--- config.mk ---
export PLATFORM = sky130hd
export DESIGN_NAME = cic_top
export DESIGN_NICKNAME = d
export VERILOG_FILES = /design/src/shared/cic_pkg.sv /design/src/design/cic_edge_det.sv /design/src/design/cic_top.sv
export SDC_FILE = /design/constraint.sdc
export NUM_CORES = 1
export LEC_CHECK = 0
export BUFFER_PORTS_ARGS = -buffer_cell sky130_fd_sc_hd__buf_2
export CORE_AREA = 2 2 119 121
export CTS_CLUSTER_SIZE = 14
export DETAILED_ROUTE_END_ITERATION = 16
export DIE_AREA = 0 0 121 123
export PLACE_DENSITY_LB_ADDON = 0.05
export SLEW_MARGIN = 20
export SYNTH_ARGS = -nofsm -noshare
export SYNTH_HDL_FRONTEND = slang
export SYNTH_SLANG_ARGS = --single-unit
--- constraint.sdc ---
create_clock -name ref_clk -period 1.6 [get_ports ref_clk]
set_input_delay 0.08 -clock ref_clk [delete_from_list [all_inputs] [get_ports ref_clk]]
set_output_delay 0.08 -clock ref_clk [all_outputs]
set_load 0.01 [all_outputs]
--- src/shared/cic_pkg.sv ---
`default_nettype none
package cic_pkg;
  // register map of this block (word index = byte address here, plain port)
  localparam logic [3:0] REG_INTCTL = 4'h0; // interrupt_control
  localparam logic [3:0] REG_PFLAG1 = 4'h1; // periph_request_flags_1
  localparam logic [3:0] REG_PFLAG2 = 4'h2; // periph_request_flags_2
  localparam logic [3:0] REG_PEN1 = 4'h3; // periph_enable_regs, first
  localparam logic [3:0] REG_PEN2 = 4'h4; // periph_enable_regs, second
  localparam logic [3:0] REG_OPTS = 4'h5; // ext_edge_select at bit 0
  localparam logic [3:0] REG_SH_W = 4'h6; // shadow working register
  localparam logic [3:0] REG_SH_STAT = 4'h7; // shadow status
  localparam logic [3:0] REG_SH_BSR = 4'h8; // shadow bank_select
  localparam logic [3:0] REG_SH_FSR = 4'h9; // shadow file_select
  localparam logic [3:0] REG_SH_PCL = 4'hA; // shadow pc_high_latch
  localparam logic [3:0] REG_STATE = 4'hB; // read-only engine state
  // interrupt_control field positions
  localparam int B_GIE = 7;
  localparam int B_PERIPHERAL_GROUP_ENABLE = 6;
  localparam int B_T0IE = 5;
  localparam int B_EXIE = 4;
  localparam int B_PCIE = 3;
  localparam int B_T0IF = 2;
  localparam int B_EXIF = 1;
  localparam int B_PCIF = 0;
  localparam logic [7:0] INTCTL_RST = 8'h00;
  // status bits kept live through a return: timeout and powerdown
  localparam logic [7:0] STAT_KEEP_MASK = 8'h18;
  localparam logic [14:0] VECTOR_ADDR = 15'h0004;
  // q phase count per instruction cycle
  localparam logic [1:0] Q1 = 2'h0;
  localparam logic [1:0] Q4 = 2'h3;
  // reference clock at 50 MHz, one q phase per clock, four q phases per instruction
  localparam int CLK_NS = 20;
  // entry sequencer states, gray coded except the CIC_VECT to CIC_RUN step
  typedef enum logic [1:0] {
    CIC_RUN = 2'b00,
    CIC_FLUSH = 2'b01,
    CIC_VECT = 2'b11
  } cic_state_t;
endpackage
`default_nettype wire

--- src/design/cic_edge_det.sv ---
`timescale 1ns/1ps
`default_nettype none
// two-stage synchroniser plus selectable edge detector for the pin
module cic_edge_det (
  input wire logic ref_clk,
  input wire logic rstn,
  input wire logic pin_in,
  input wire logic rise_sel,
  output logic edge_hit
);
  logic sync1; // first stage, read by sync2 only
  logic sync2;
  logic last; // previous synchronised level

  // synchroniser and history
  always_ff @(posedge ref_clk or negedge rstn)
  begin
    if (!rstn)
    begin
      sync1 <= 1'b0;
      sync2 <= 1'b0;
      last <= 1'b0;
    end
    else
    begin
      sync1 <= pin_in;
      sync2 <= sync1;
      last <= sync2;
    end
  end

  // rising when selected, else falling
  always_comb
  begin
    edge_hit = rise_sel ? (sync2 & ~last) : (~sync2 & last);
  end
endmodule
`default_nettype wire

--- src/design/cic_top.sv ---
// The register addresses and the address-and-strobe port were decided locally.
`timescale 1ns/1ps
`default_nettype none
// Behaviour
// - reset clears global and individual enables
// - vector needs global and own enables; peripheral sources also need group enable
// - flags set regardless of enables
// - entry flushes, clears gie, pushes, saves, vectors
// - gie clear holds requests until re-enabled
// - return pops, restores context, sets gie
// - synchronous latency three or four cycles
// - asynchronous latency three to five cycles
// - latency independent of instruction length
// - pin flag sampled at every Q1
// - enabled source wakes core from sleep
// - instruction after sleep runs before vector
// - pin edge select rising or falling
// - pin edge sets flag; vector needs enables
// - entry shadows context; return restores it
// - shadows readable and writable by software
// - control register bit layout, resets zero
// - timer0 overflow sets bit 2 flag
// - change flag read-only, or of per-pin flags
// - sleep wake pushes pc plus one
module cic_top #(
  parameter int PC_W = 15
) (
  input wire logic ref_clk,
  input wire logic rstn,
  // register port
  input wire logic [3:0] reg_addr,
  input wire logic [7:0] reg_wdata,
  input wire logic reg_wr,
  input wire logic reg_rd,
  output logic [7:0] reg_rdata,
  // event sources
  input wire logic ext_irq_pin,
  input wire logic timer0_overflow,
  input wire logic [7:0] per_pin_change_flags,
  input wire logic [7:0] periph_set_1,
  input wire logic [7:0] periph_set_2,
  // cpu side
  input wire logic [1:0] q_phase,
  input wire logic cpu_sleeping,
  input wire logic [PC_W-1:0] cpu_pc,
  input wire logic ret_from_irq,
  input wire logic [7:0] cur_w,
  input wire logic [7:0] cur_status,
  input wire logic [7:0] cur_bank_select,
  input wire logic [7:0] cur_file_select,
  input wire logic [7:0] cur_pc_high_latch,
  output logic flush_prefetch,
  output logic push_pc,
  output logic [PC_W-1:0] push_addr,
  output logic load_vector,
  output logic [PC_W-1:0] vector_addr,
  output logic wake_core,
  output logic restore_ctx,
  output logic [7:0] rst_w,
  output logic [7:0] rst_status,
  output logic [7:0] rst_bank_select,
  output logic [7:0] rst_file_select,
  output logic [7:0] rst_pc_high_latch
);
  // elaboration check: the vector must fit the pc
  if (PC_W < 15)
  begin : g_bad_pc_w
    $error("PC_W too narrow for the vector");
  end

  logic [7:0] intctl; // interrupt_control, low bit computed
  logic [7:0] pflag1;
  logic [7:0] pflag2;
  logic [7:0] pen1;
  logic [7:0] pen2;
  logic edge_rise; // ext_edge_select
  logic [7:0] sh_w;
  logic [7:0] sh_stat;
  logic [7:0] sh_bsr;
  logic [7:0] sh_fsr;
  logic [7:0] sh_pcl;
  cic_pkg::cic_state_t state;
  logic ext_edge; // valid pin edge
  logic t0_sync1;
  logic t0_sync2;
  logic t0_last;
  logic pend_q1; // pending sampled at q1
  logic wake_arm; // woke, one instruction owed
  logic pending;
  logic ctl_wr;

  cic_edge_det u_edge (
    .ref_clk(ref_clk),
    .rstn(rstn),
    .pin_in(ext_irq_pin),
    .rise_sel(edge_rise),
    .edge_hit(ext_edge)
  );

  // timer0 overflow comes from logic on this clock but kept as event edge
  always_ff @(posedge ref_clk or negedge rstn)
  begin
    if (!rstn)
    begin
      t0_sync1 <= 1'b0;
      t0_sync2 <= 1'b0;
      t0_last <= 1'b0;
    end
    else
    begin
      t0_sync1 <= timer0_overflow;
      t0_sync2 <= t0_sync1;
      t0_last <= t0_sync2;
    end
  end

  function automatic logic any_req(input logic [7:0] c, input logic [7:0] f1,
                                   input logic [7:0] f2, input logic [7:0] e1,
                                   input logic [7:0] e2);
    any_req = (c[cic_pkg::B_T0IE] & c[cic_pkg::B_T0IF])
            | (c[cic_pkg::B_EXIE] & c[cic_pkg::B_EXIF])
            | (c[cic_pkg::B_PCIE] & c[cic_pkg::B_PCIF])
            | (c[cic_pkg::B_PERIPHERAL_GROUP_ENABLE] & (|(f1 & e1) | |(f2 & e2)));
  endfunction

  // enabled request, without the global gate (wake needs no gie)
  always_comb
  begin
    pending = any_req(intctl, pflag1, pflag2, pen1, pen2);
    ctl_wr = reg_wr && (reg_addr == cic_pkg::REG_INTCTL);
  end

  // control register, flags win over software clears
  always_ff @(posedge ref_clk or negedge rstn)
  begin
    if (!rstn)
      intctl <= cic_pkg::INTCTL_RST;
    else
    begin
      if (ctl_wr)
        intctl[7:1] <= reg_wdata[7:1];
      if (state == cic_pkg::CIC_FLUSH)
        intctl[cic_pkg::B_GIE] <= 1'b0;
      else if (ret_from_irq)
        intctl[cic_pkg::B_GIE] <= 1'b1;
      if (t0_sync2 && !t0_last)
        intctl[cic_pkg::B_T0IF] <= 1'b1;
      if (ext_edge)
        intctl[cic_pkg::B_EXIF] <= 1'b1;
      // read-only: follows per-pin flags, no software write
      intctl[cic_pkg::B_PCIF] <= |per_pin_change_flags;
    end
  end

  // peripheral flag and enable registers
  always_ff @(posedge ref_clk or negedge rstn)
  begin
    if (!rstn)
    begin
      pflag1 <= 8'h00;
      pflag2 <= 8'h00;
      pen1 <= 8'h00;
      pen2 <= 8'h00;
      edge_rise <= 1'b0;
    end
    else
    begin
      if (reg_wr && reg_addr == cic_pkg::REG_PEN1)
        pen1 <= reg_wdata;
      if (reg_wr && reg_addr == cic_pkg::REG_PEN2)
        pen2 <= reg_wdata;
      if (reg_wr && reg_addr == cic_pkg::REG_OPTS)
        edge_rise <= reg_wdata[0];
      // set beats clear in the same cycle
      pflag1 <= ((reg_wr && reg_addr == cic_pkg::REG_PFLAG1) ? reg_wdata : pflag1)
              | periph_set_1;
      pflag2 <= ((reg_wr && reg_addr == cic_pkg::REG_PFLAG2) ? reg_wdata : pflag2)
              | periph_set_2;
    end
  end

  // q1 sampling of the combined request
  always_ff @(posedge ref_clk or negedge rstn)
  begin
    if (!rstn)
      pend_q1 <= 1'b0;
    else if (q_phase == cic_pkg::Q1)
      pend_q1 <= pending & intctl[cic_pkg::B_GIE];
  end

  // wake: one instruction must run after sleep before the vector
  always_ff @(posedge ref_clk or negedge rstn)
  begin
    if (!rstn)
    begin
      wake_core <= 1'b0;
      wake_arm <= 1'b0;
    end
    else
    begin
      wake_core <= cpu_sleeping & pending;
      if (cpu_sleeping && pending)
        wake_arm <= 1'b1;
      else if (!cpu_sleeping && q_phase == cic_pkg::Q4)
        wake_arm <= 1'b0;
    end
  end

  // entry sequencer; decision at q4 fixes latency regardless of length
  always_ff @(posedge ref_clk or negedge rstn)
  begin
    if (!rstn)
      state <= cic_pkg::CIC_RUN;
    else
      unique case (state)
        cic_pkg::CIC_RUN:
          if (pend_q1 && !wake_arm && !cpu_sleeping && q_phase == cic_pkg::Q4
              && intctl[cic_pkg::B_GIE])
            state <= cic_pkg::CIC_FLUSH;
        cic_pkg::CIC_FLUSH:
          state <= cic_pkg::CIC_VECT;
        cic_pkg::CIC_VECT:
          state <= cic_pkg::CIC_RUN;
      endcase
  end

  // cpu strobes, one cycle each except restore_ctx, which lasts as long as ret_from_irq
  always_ff @(posedge ref_clk or negedge rstn)
  begin
    if (!rstn)
    begin
      flush_prefetch <= 1'b0;
      push_pc <= 1'b0;
      push_addr <= '0;
      load_vector <= 1'b0;
      vector_addr <= '0;
      restore_ctx <= 1'b0;
    end
    else
    begin
      flush_prefetch <= (state == cic_pkg::CIC_RUN) && pend_q1 && !wake_arm
                        && !cpu_sleeping && q_phase == cic_pkg::Q4
                        && intctl[cic_pkg::B_GIE];
      push_pc <= (state == cic_pkg::CIC_FLUSH);
      // cpu_pc already points past the post-sleep instruction
      push_addr <= cpu_pc;
      load_vector <= (state == cic_pkg::CIC_VECT);
      vector_addr <= PC_W'(cic_pkg::VECTOR_ADDR);
      restore_ctx <= ret_from_irq;
    end
  end

  // shadow registers: captured on entry, software may overwrite
  always_ff @(posedge ref_clk or negedge rstn)
  begin
    if (!rstn)
    begin
      sh_w <= 8'h00;
      sh_stat <= 8'h00;
      sh_bsr <= 8'h00;
      sh_fsr <= 8'h00;
      sh_pcl <= 8'h00;
    end
    else if (state == cic_pkg::CIC_FLUSH)
    begin
      sh_w <= cur_w;
      sh_stat <= cur_status & ~cic_pkg::STAT_KEEP_MASK;
      sh_bsr <= cur_bank_select;
      sh_fsr <= cur_file_select;
      sh_pcl <= cur_pc_high_latch;
    end
    else if (reg_wr)
    begin
      if (reg_addr == cic_pkg::REG_SH_W)
        sh_w <= reg_wdata;
      if (reg_addr == cic_pkg::REG_SH_STAT)
        sh_stat <= reg_wdata & ~cic_pkg::STAT_KEEP_MASK;
      if (reg_addr == cic_pkg::REG_SH_BSR)
        sh_bsr <= reg_wdata;
      if (reg_addr == cic_pkg::REG_SH_FSR)
        sh_fsr <= reg_wdata;
      if (reg_addr == cic_pkg::REG_SH_PCL)
        sh_pcl <= reg_wdata;
    end
  end

  // restore values; timeout and powerdown pass through live
  always_ff @(posedge ref_clk or negedge rstn)
  begin
    if (!rstn)
    begin
      rst_w <= 8'h00;
      rst_status <= 8'h00;
      rst_bank_select <= 8'h00;
      rst_file_select <= 8'h00;
      rst_pc_high_latch <= 8'h00;
    end
    else
    begin
      rst_w <= sh_w;
      rst_status <= sh_stat | (cur_status & cic_pkg::STAT_KEEP_MASK);
      rst_bank_select <= sh_bsr;
      rst_file_select <= sh_fsr;
      rst_pc_high_latch <= sh_pcl;
    end
  end

  // read data, one cycle after the strobe; unmapped reads zero
  always_ff @(posedge ref_clk or negedge rstn)
  begin
    if (!rstn)
      reg_rdata <= 8'h00;
    else if (reg_rd)
      unique case (reg_addr)
        cic_pkg::REG_INTCTL: reg_rdata <= intctl;
        cic_pkg::REG_PFLAG1: reg_rdata <= pflag1;
        cic_pkg::REG_PFLAG2: reg_rdata <= pflag2;
        cic_pkg::REG_PEN1: reg_rdata <= pen1;
        cic_pkg::REG_PEN2: reg_rdata <= pen2;
        cic_pkg::REG_OPTS: reg_rdata <= {7'h00, edge_rise};
        cic_pkg::REG_SH_W: reg_rdata <= sh_w;
        cic_pkg::REG_SH_STAT: reg_rdata <= sh_stat;
        cic_pkg::REG_SH_BSR: reg_rdata <= sh_bsr;
        cic_pkg::REG_SH_FSR: reg_rdata <= sh_fsr;
        cic_pkg::REG_SH_PCL: reg_rdata <= sh_pcl;
        cic_pkg::REG_STATE: reg_rdata <= {5'h00, wake_arm, state};
        default: reg_rdata <= 8'h00;
      endcase
    else
      reg_rdata <= 8'h00;
  end

  property p_reset_clear;
    @(posedge ref_clk) $rose(rstn) |-> !intctl[cic_pkg::B_GIE] && pen1 == 8'h00;
  endproperty
  a_reset_clear: assert property (p_reset_clear) else $error("enables not clear");

  property p_gie_drop;
    @(posedge ref_clk) disable iff (!rstn)
      flush_prefetch |=> !intctl[cic_pkg::B_GIE] ##1 load_vector;
  endproperty
  a_gie_drop: assert property (p_gie_drop) else $error("entry order wrong");

  property p_no_entry_gie_off;
    @(posedge ref_clk) disable iff (!rstn)
      !intctl[cic_pkg::B_GIE] && state == cic_pkg::CIC_RUN |=> !flush_prefetch;
  endproperty
  a_no_entry_gie_off: assert property (p_no_entry_gie_off) else $error("entry without gie");

  property p_ret_gie;
    @(posedge ref_clk) disable iff (!rstn)
      ret_from_irq && state == cic_pkg::CIC_RUN |=> intctl[cic_pkg::B_GIE] && restore_ctx;
  endproperty
  a_ret_gie: assert property (p_ret_gie) else $error("return did not set gie");

  property p_ext_flag;
    @(posedge ref_clk) disable iff (!rstn) ext_edge |=> intctl[cic_pkg::B_EXIF];
  endproperty
  a_ext_flag: assert property (p_ext_flag) else $error("pin flag not set");

  property p_pcif;
    @(posedge ref_clk) disable iff (!rstn)
      (|per_pin_change_flags) |=> intctl[cic_pkg::B_PCIF];
  endproperty
  a_pcif: assert property (p_pcif) else $error("change flag wrong");

  property p_vec_addr;
    @(posedge ref_clk) disable iff (!rstn)
      load_vector |-> vector_addr == PC_W'(cic_pkg::VECTOR_ADDR);
  endproperty
  a_vec_addr: assert property (p_vec_addr) else $error("bad vector");

  property p_shadow_save;
    @(posedge ref_clk) disable iff (!rstn)
      state == cic_pkg::CIC_FLUSH |=> sh_w == $past(cur_w);
  endproperty
  a_shadow_save: assert property (p_shadow_save) else $error("shadow not saved");

  c_entry: cover property (@(posedge ref_clk) disable iff (!rstn) load_vector);
  c_wake: cover property (@(posedge ref_clk) disable iff (!rstn) wake_core);
  c_ret: cover property (@(posedge ref_clk) disable iff (!rstn) restore_ctx);
endmodule
`default_nettype wire

==> impl_metrics.env <==
export IMPL_hp_class="primary input to register"
export IMPL_leakagePower_nw=4.48
export IMPL_drtPass1Iterations=5
export IMPL_finalCritPeriodShare=0.968
export IMPL_worst_setup_path_end_kind="register"
export IMPL_place_hpwl_um=14000
export IMPL_numCtsBuffers=17
export IMPL_routed_wl_um=19700
export IMPL_fmaxAchievable_mhz=646
export IMPL_drive_gt1_frac=0.338
export IMPL_cts_tree="done"
export IMPL_synth_top_family_by_area="multiplexers"
export IMPL_gr_total_overflow=0
export IMPL_post_route_util=0.688
export IMPL_p_per_area_mw_per_mm2=1440
export IMPL_largest_register_ffs=15
export IMPL_hold_viol=0
export IMPL_area_delta_synth_final_pct=40.0
export IMPL_arrival_ps=1840
export IMPL_grt_max_degree=79
export IMPL_outcome="finished clean"
export IMPL_reg2reg_slack_ps=50
export IMPL_rr_worst_depth=6
export IMPL_dpl_cell_area_mm2=0.00791
export IMPL_cts_buffer_depth=2
export IMPL_worst_slack_ps=51.3
export IMPL_synth_mux_area_fraction=0.136
export IMPL_internal_power_mw=9.17
export IMPL_crit_buf_inv=1
export IMPL_drt_antenna_violating_nets=0
export IMPL_htree_levels=4
export IMPL_synth_top_cell_area_share=0.592
export IMPL_min_path_cells=3
export IMPL_rows=43
export IMPL_synthSimpleGateAreaFrac=0.132
export IMPL_track_usage=0.275
export IMPL_cp_max_fo=3
export IMPL_fin_nets=953
export IMPL_grt_pass1_vias=5462
export IMPL_critical_path_slowest_cell="dfrtp_1"
export IMPL_finalSetupViolCount=0
export IMPL_antenna_found_initial=0
export IMPL_ys_flop_type="dfrtp_1"
export IMPL_insertion_delay_ps=420
export IMPL_syn_area_per_cell_um2=11.6
export IMPL_synth_top_cells_by_area="dfrtp_1 59%, mux2i_1 8.1%, mux2_2 5.6%"
export IMPL_synthAdderAreaFrac=0
export IMPL_cts_sinks=158
export IMPL_p_sw_mw=4.26
export IMPL_crit_family="compound AO/OA/AOI/OAI gates"
export IMPL_crit_chain="a22o_1 -> a221oi_2 -> nand3_1 -> o21ai_2 -> buf_4 -> a31oi_1"
export IMPL_port_buffers=169
export IMPL_grt_pass1_wl_um=30100
export IMPL_ys_ff_latch=158
export IMPL_ios=184
export IMPL_coreArea_mm2=0.0136
export IMPL_n_fill_cell=1048
export IMPL_whs_endpoint="pflag2[1]"
export IMPL_avgRoutedWirePerCell_um=18.8
export IMPL_p_total_mw=13.4
export IMPL_hold_ws_ps=56.8
export IMPL_initialDrtViolationCount=312
export IMPL_crit_required_ps=1890
export IMPL_drc_errors=0
export IMPL_peakVddDrop_v=0.000909
export IMPL_reg2reg_from="pflag2[3]"
export IMPL_worst_setup_path_start_kind="register"
export IMPL_p_comb_frac=0.251
export IMPL_worstHoldStart="reg_wdata[1]"
export IMPL_root_buffer="clkbuf_16"
export IMPL_ys_async_sr_fraction=1.00
export IMPL_start_util=0.491
export IMPL_top_register="push_addr"
export IMPL_viasPerCell=5.19
export IMPL_via_count=5421
export IMPL_synth_compound_area_frac=0.0934
export IMPL_slowest_delay_ps=420
export IMPL_ys_seq_area_frac=0.592
export IMPL_yosysTopAreaCell="dfrtp_1"
export IMPL_fin_area_mm2=0.00936
export IMPL_rsz0062_at_grt="true"
export IMPL_fp_dieW_um=121
export IMPL_synth_xor_area_frac=0
export IMPL_diodes=0
export IMPL_finalWeightedCongestion=0.924
export IMPL_die_area_mm2=0.0149
export IMPL_switching_share=0.317
export IMPL_synth_edff_count=0
export IMPL_clkTransAtPathRegs_ps=60
export IMPL_max_cap_viol_count=0
export IMPL_yosys_cell_types_count=51
export IMPL_dp_slack_ps=-163
export IMPL_finalClockSkew_ps=7.16
export IMPL_syn_area_mm2=0.00668
export IMPL_p_seq_frac=0.450
export IMPL_yosysWarnings=0
export IMPL_die_y_um=123
export IMPL_synthCells=574
export IMPL_clkPwrFrac=0.299
export IMPL_timing_rr_end="wake_core"
export IMPL_slew_viol_final=0
export IMPL_critPathKind="register to register"
export IMPL_finalCriticalPeriod_ps=1550
cells by family after synthesis:
family | Yosys count
and+or+nand+nor | 176
DFF | 158
AOI/OAI and AO/OA | 100
muxes | 87
buffers and inverters | 51
other | 2
stage by stage:
step,TNS (ps),std cells
2_1_floorplan,0,587
3_3_place_gp,-409,929
3_5_place_dp,-449,929
4_1_cts,0,1042
5_1_grt,-0.967,1044
6_report,0,1044
power by group through the flow:
| stage | Sequential [mW] | Combinational [mW] | Clock (mW) |
|---|---|---|---|
| after global placement | 6.07 | 3.13 | 0 |
| after floorplan | 6.07 | 1.63 | 0 |
| after detailed placement | 6.10 | 3.20 | 0 |
| after global routing | 6.17 | 3.74 | 4.27 |
| final | 6.04 | 3.37 | 4.02 |
| after CTS | 6.04 | 3.38 | 4.09 |
worst max-delay path by stage:
stage,start,endpoint,cells past startpoint
2_1_floorplan,pen2[3],wake_core,5
3_3_place_gp,pflag2[0],wake_core,6
3_5_place_dp,pflag2[0],wake_core,6
4_1_cts,pflag2[0],wake_core,6
5_1_grt,pflag2[3],wake_arm,6
6_report,pflag2[3],wake_core,6
per-layer routing:
layer / up-vias / share of wire / GRT usage
met5: - / 0 / 0
met4: 0 / 0.022 / 0.0887
met3: 32 / 0.059 / 0.0484
met2: 211 / 0.48 / 0.447
met1: 2635 / 0.44 / 0.377
li1: 2543 / - / -
cells in the mapped netlist (all sizes together), types with 3 or more instances:
master  number
nand2b       3
o21ai       42
a21oi       12
a31oi        5
mux2        33
mux2i       54
a22o         5
nor3         8
a221oi       3
nor2        19
clkbuf      15
a22oi       12
o22ai        5
o211ai       3
nand3b      16
nand2       96
buf         33
nor4         3
nor2b        7
dfrtp      158
inv          3
nand3       13
cell type report:
| class | instances | area [µm²] | area share |
|---|---|---|---|
| flip-flops and latches | 158 | 3960 | 0.423 |
| multi-input cells | 378 | 2500 | 0.267 |
| repair buffers | 294 | 2070 | 0.221 |
| clock buffers | 20 | 467 | 0.0499 |
| well taps | 180 | 225 | 0.0241 |
| clock inverters | 11 | 131 | 0.0140 |
| inverters | 3 | 11.3 | 0.00120 |
worst register-to-register path, delay by kind of cell (launching register included):
family | cells | cell delay (ps)
flops | 1 | 420
simple gates | 1 | 130
buf+inv | 1 | 160
compound gates | 4 | 720
cell usage in the layout, fill, tap and decap left out, types with 11 or more instances in the layout:
cell           count
clkbuf_16         17
nand2_1           93
mux2_2            33
dlygate4sd3_1     82
nand3b_1          16
o21ai_0           23
a21oi_1           12
mux2i_1           54
conb_1            15
dfrtp_1          157
nand3_1           11
a22oi_1           12
buf_2            168
buf_4             37
nor2_1            17
o21ai_1           18
repair_timing:
| item | in CTS | in global routing |
|---|---|---|
| endpoints found under the setup margin | 3 | 3 |
| gates resized for setup | 2 | 3 |
| hold buffers | 82 | 0 |
| pin swaps | 1 | 2 |
| endpoints found under the hold margin | 238 | 0 |
| buffers inserted | 0 | 2 |
(Power assumes the default switching activity.)
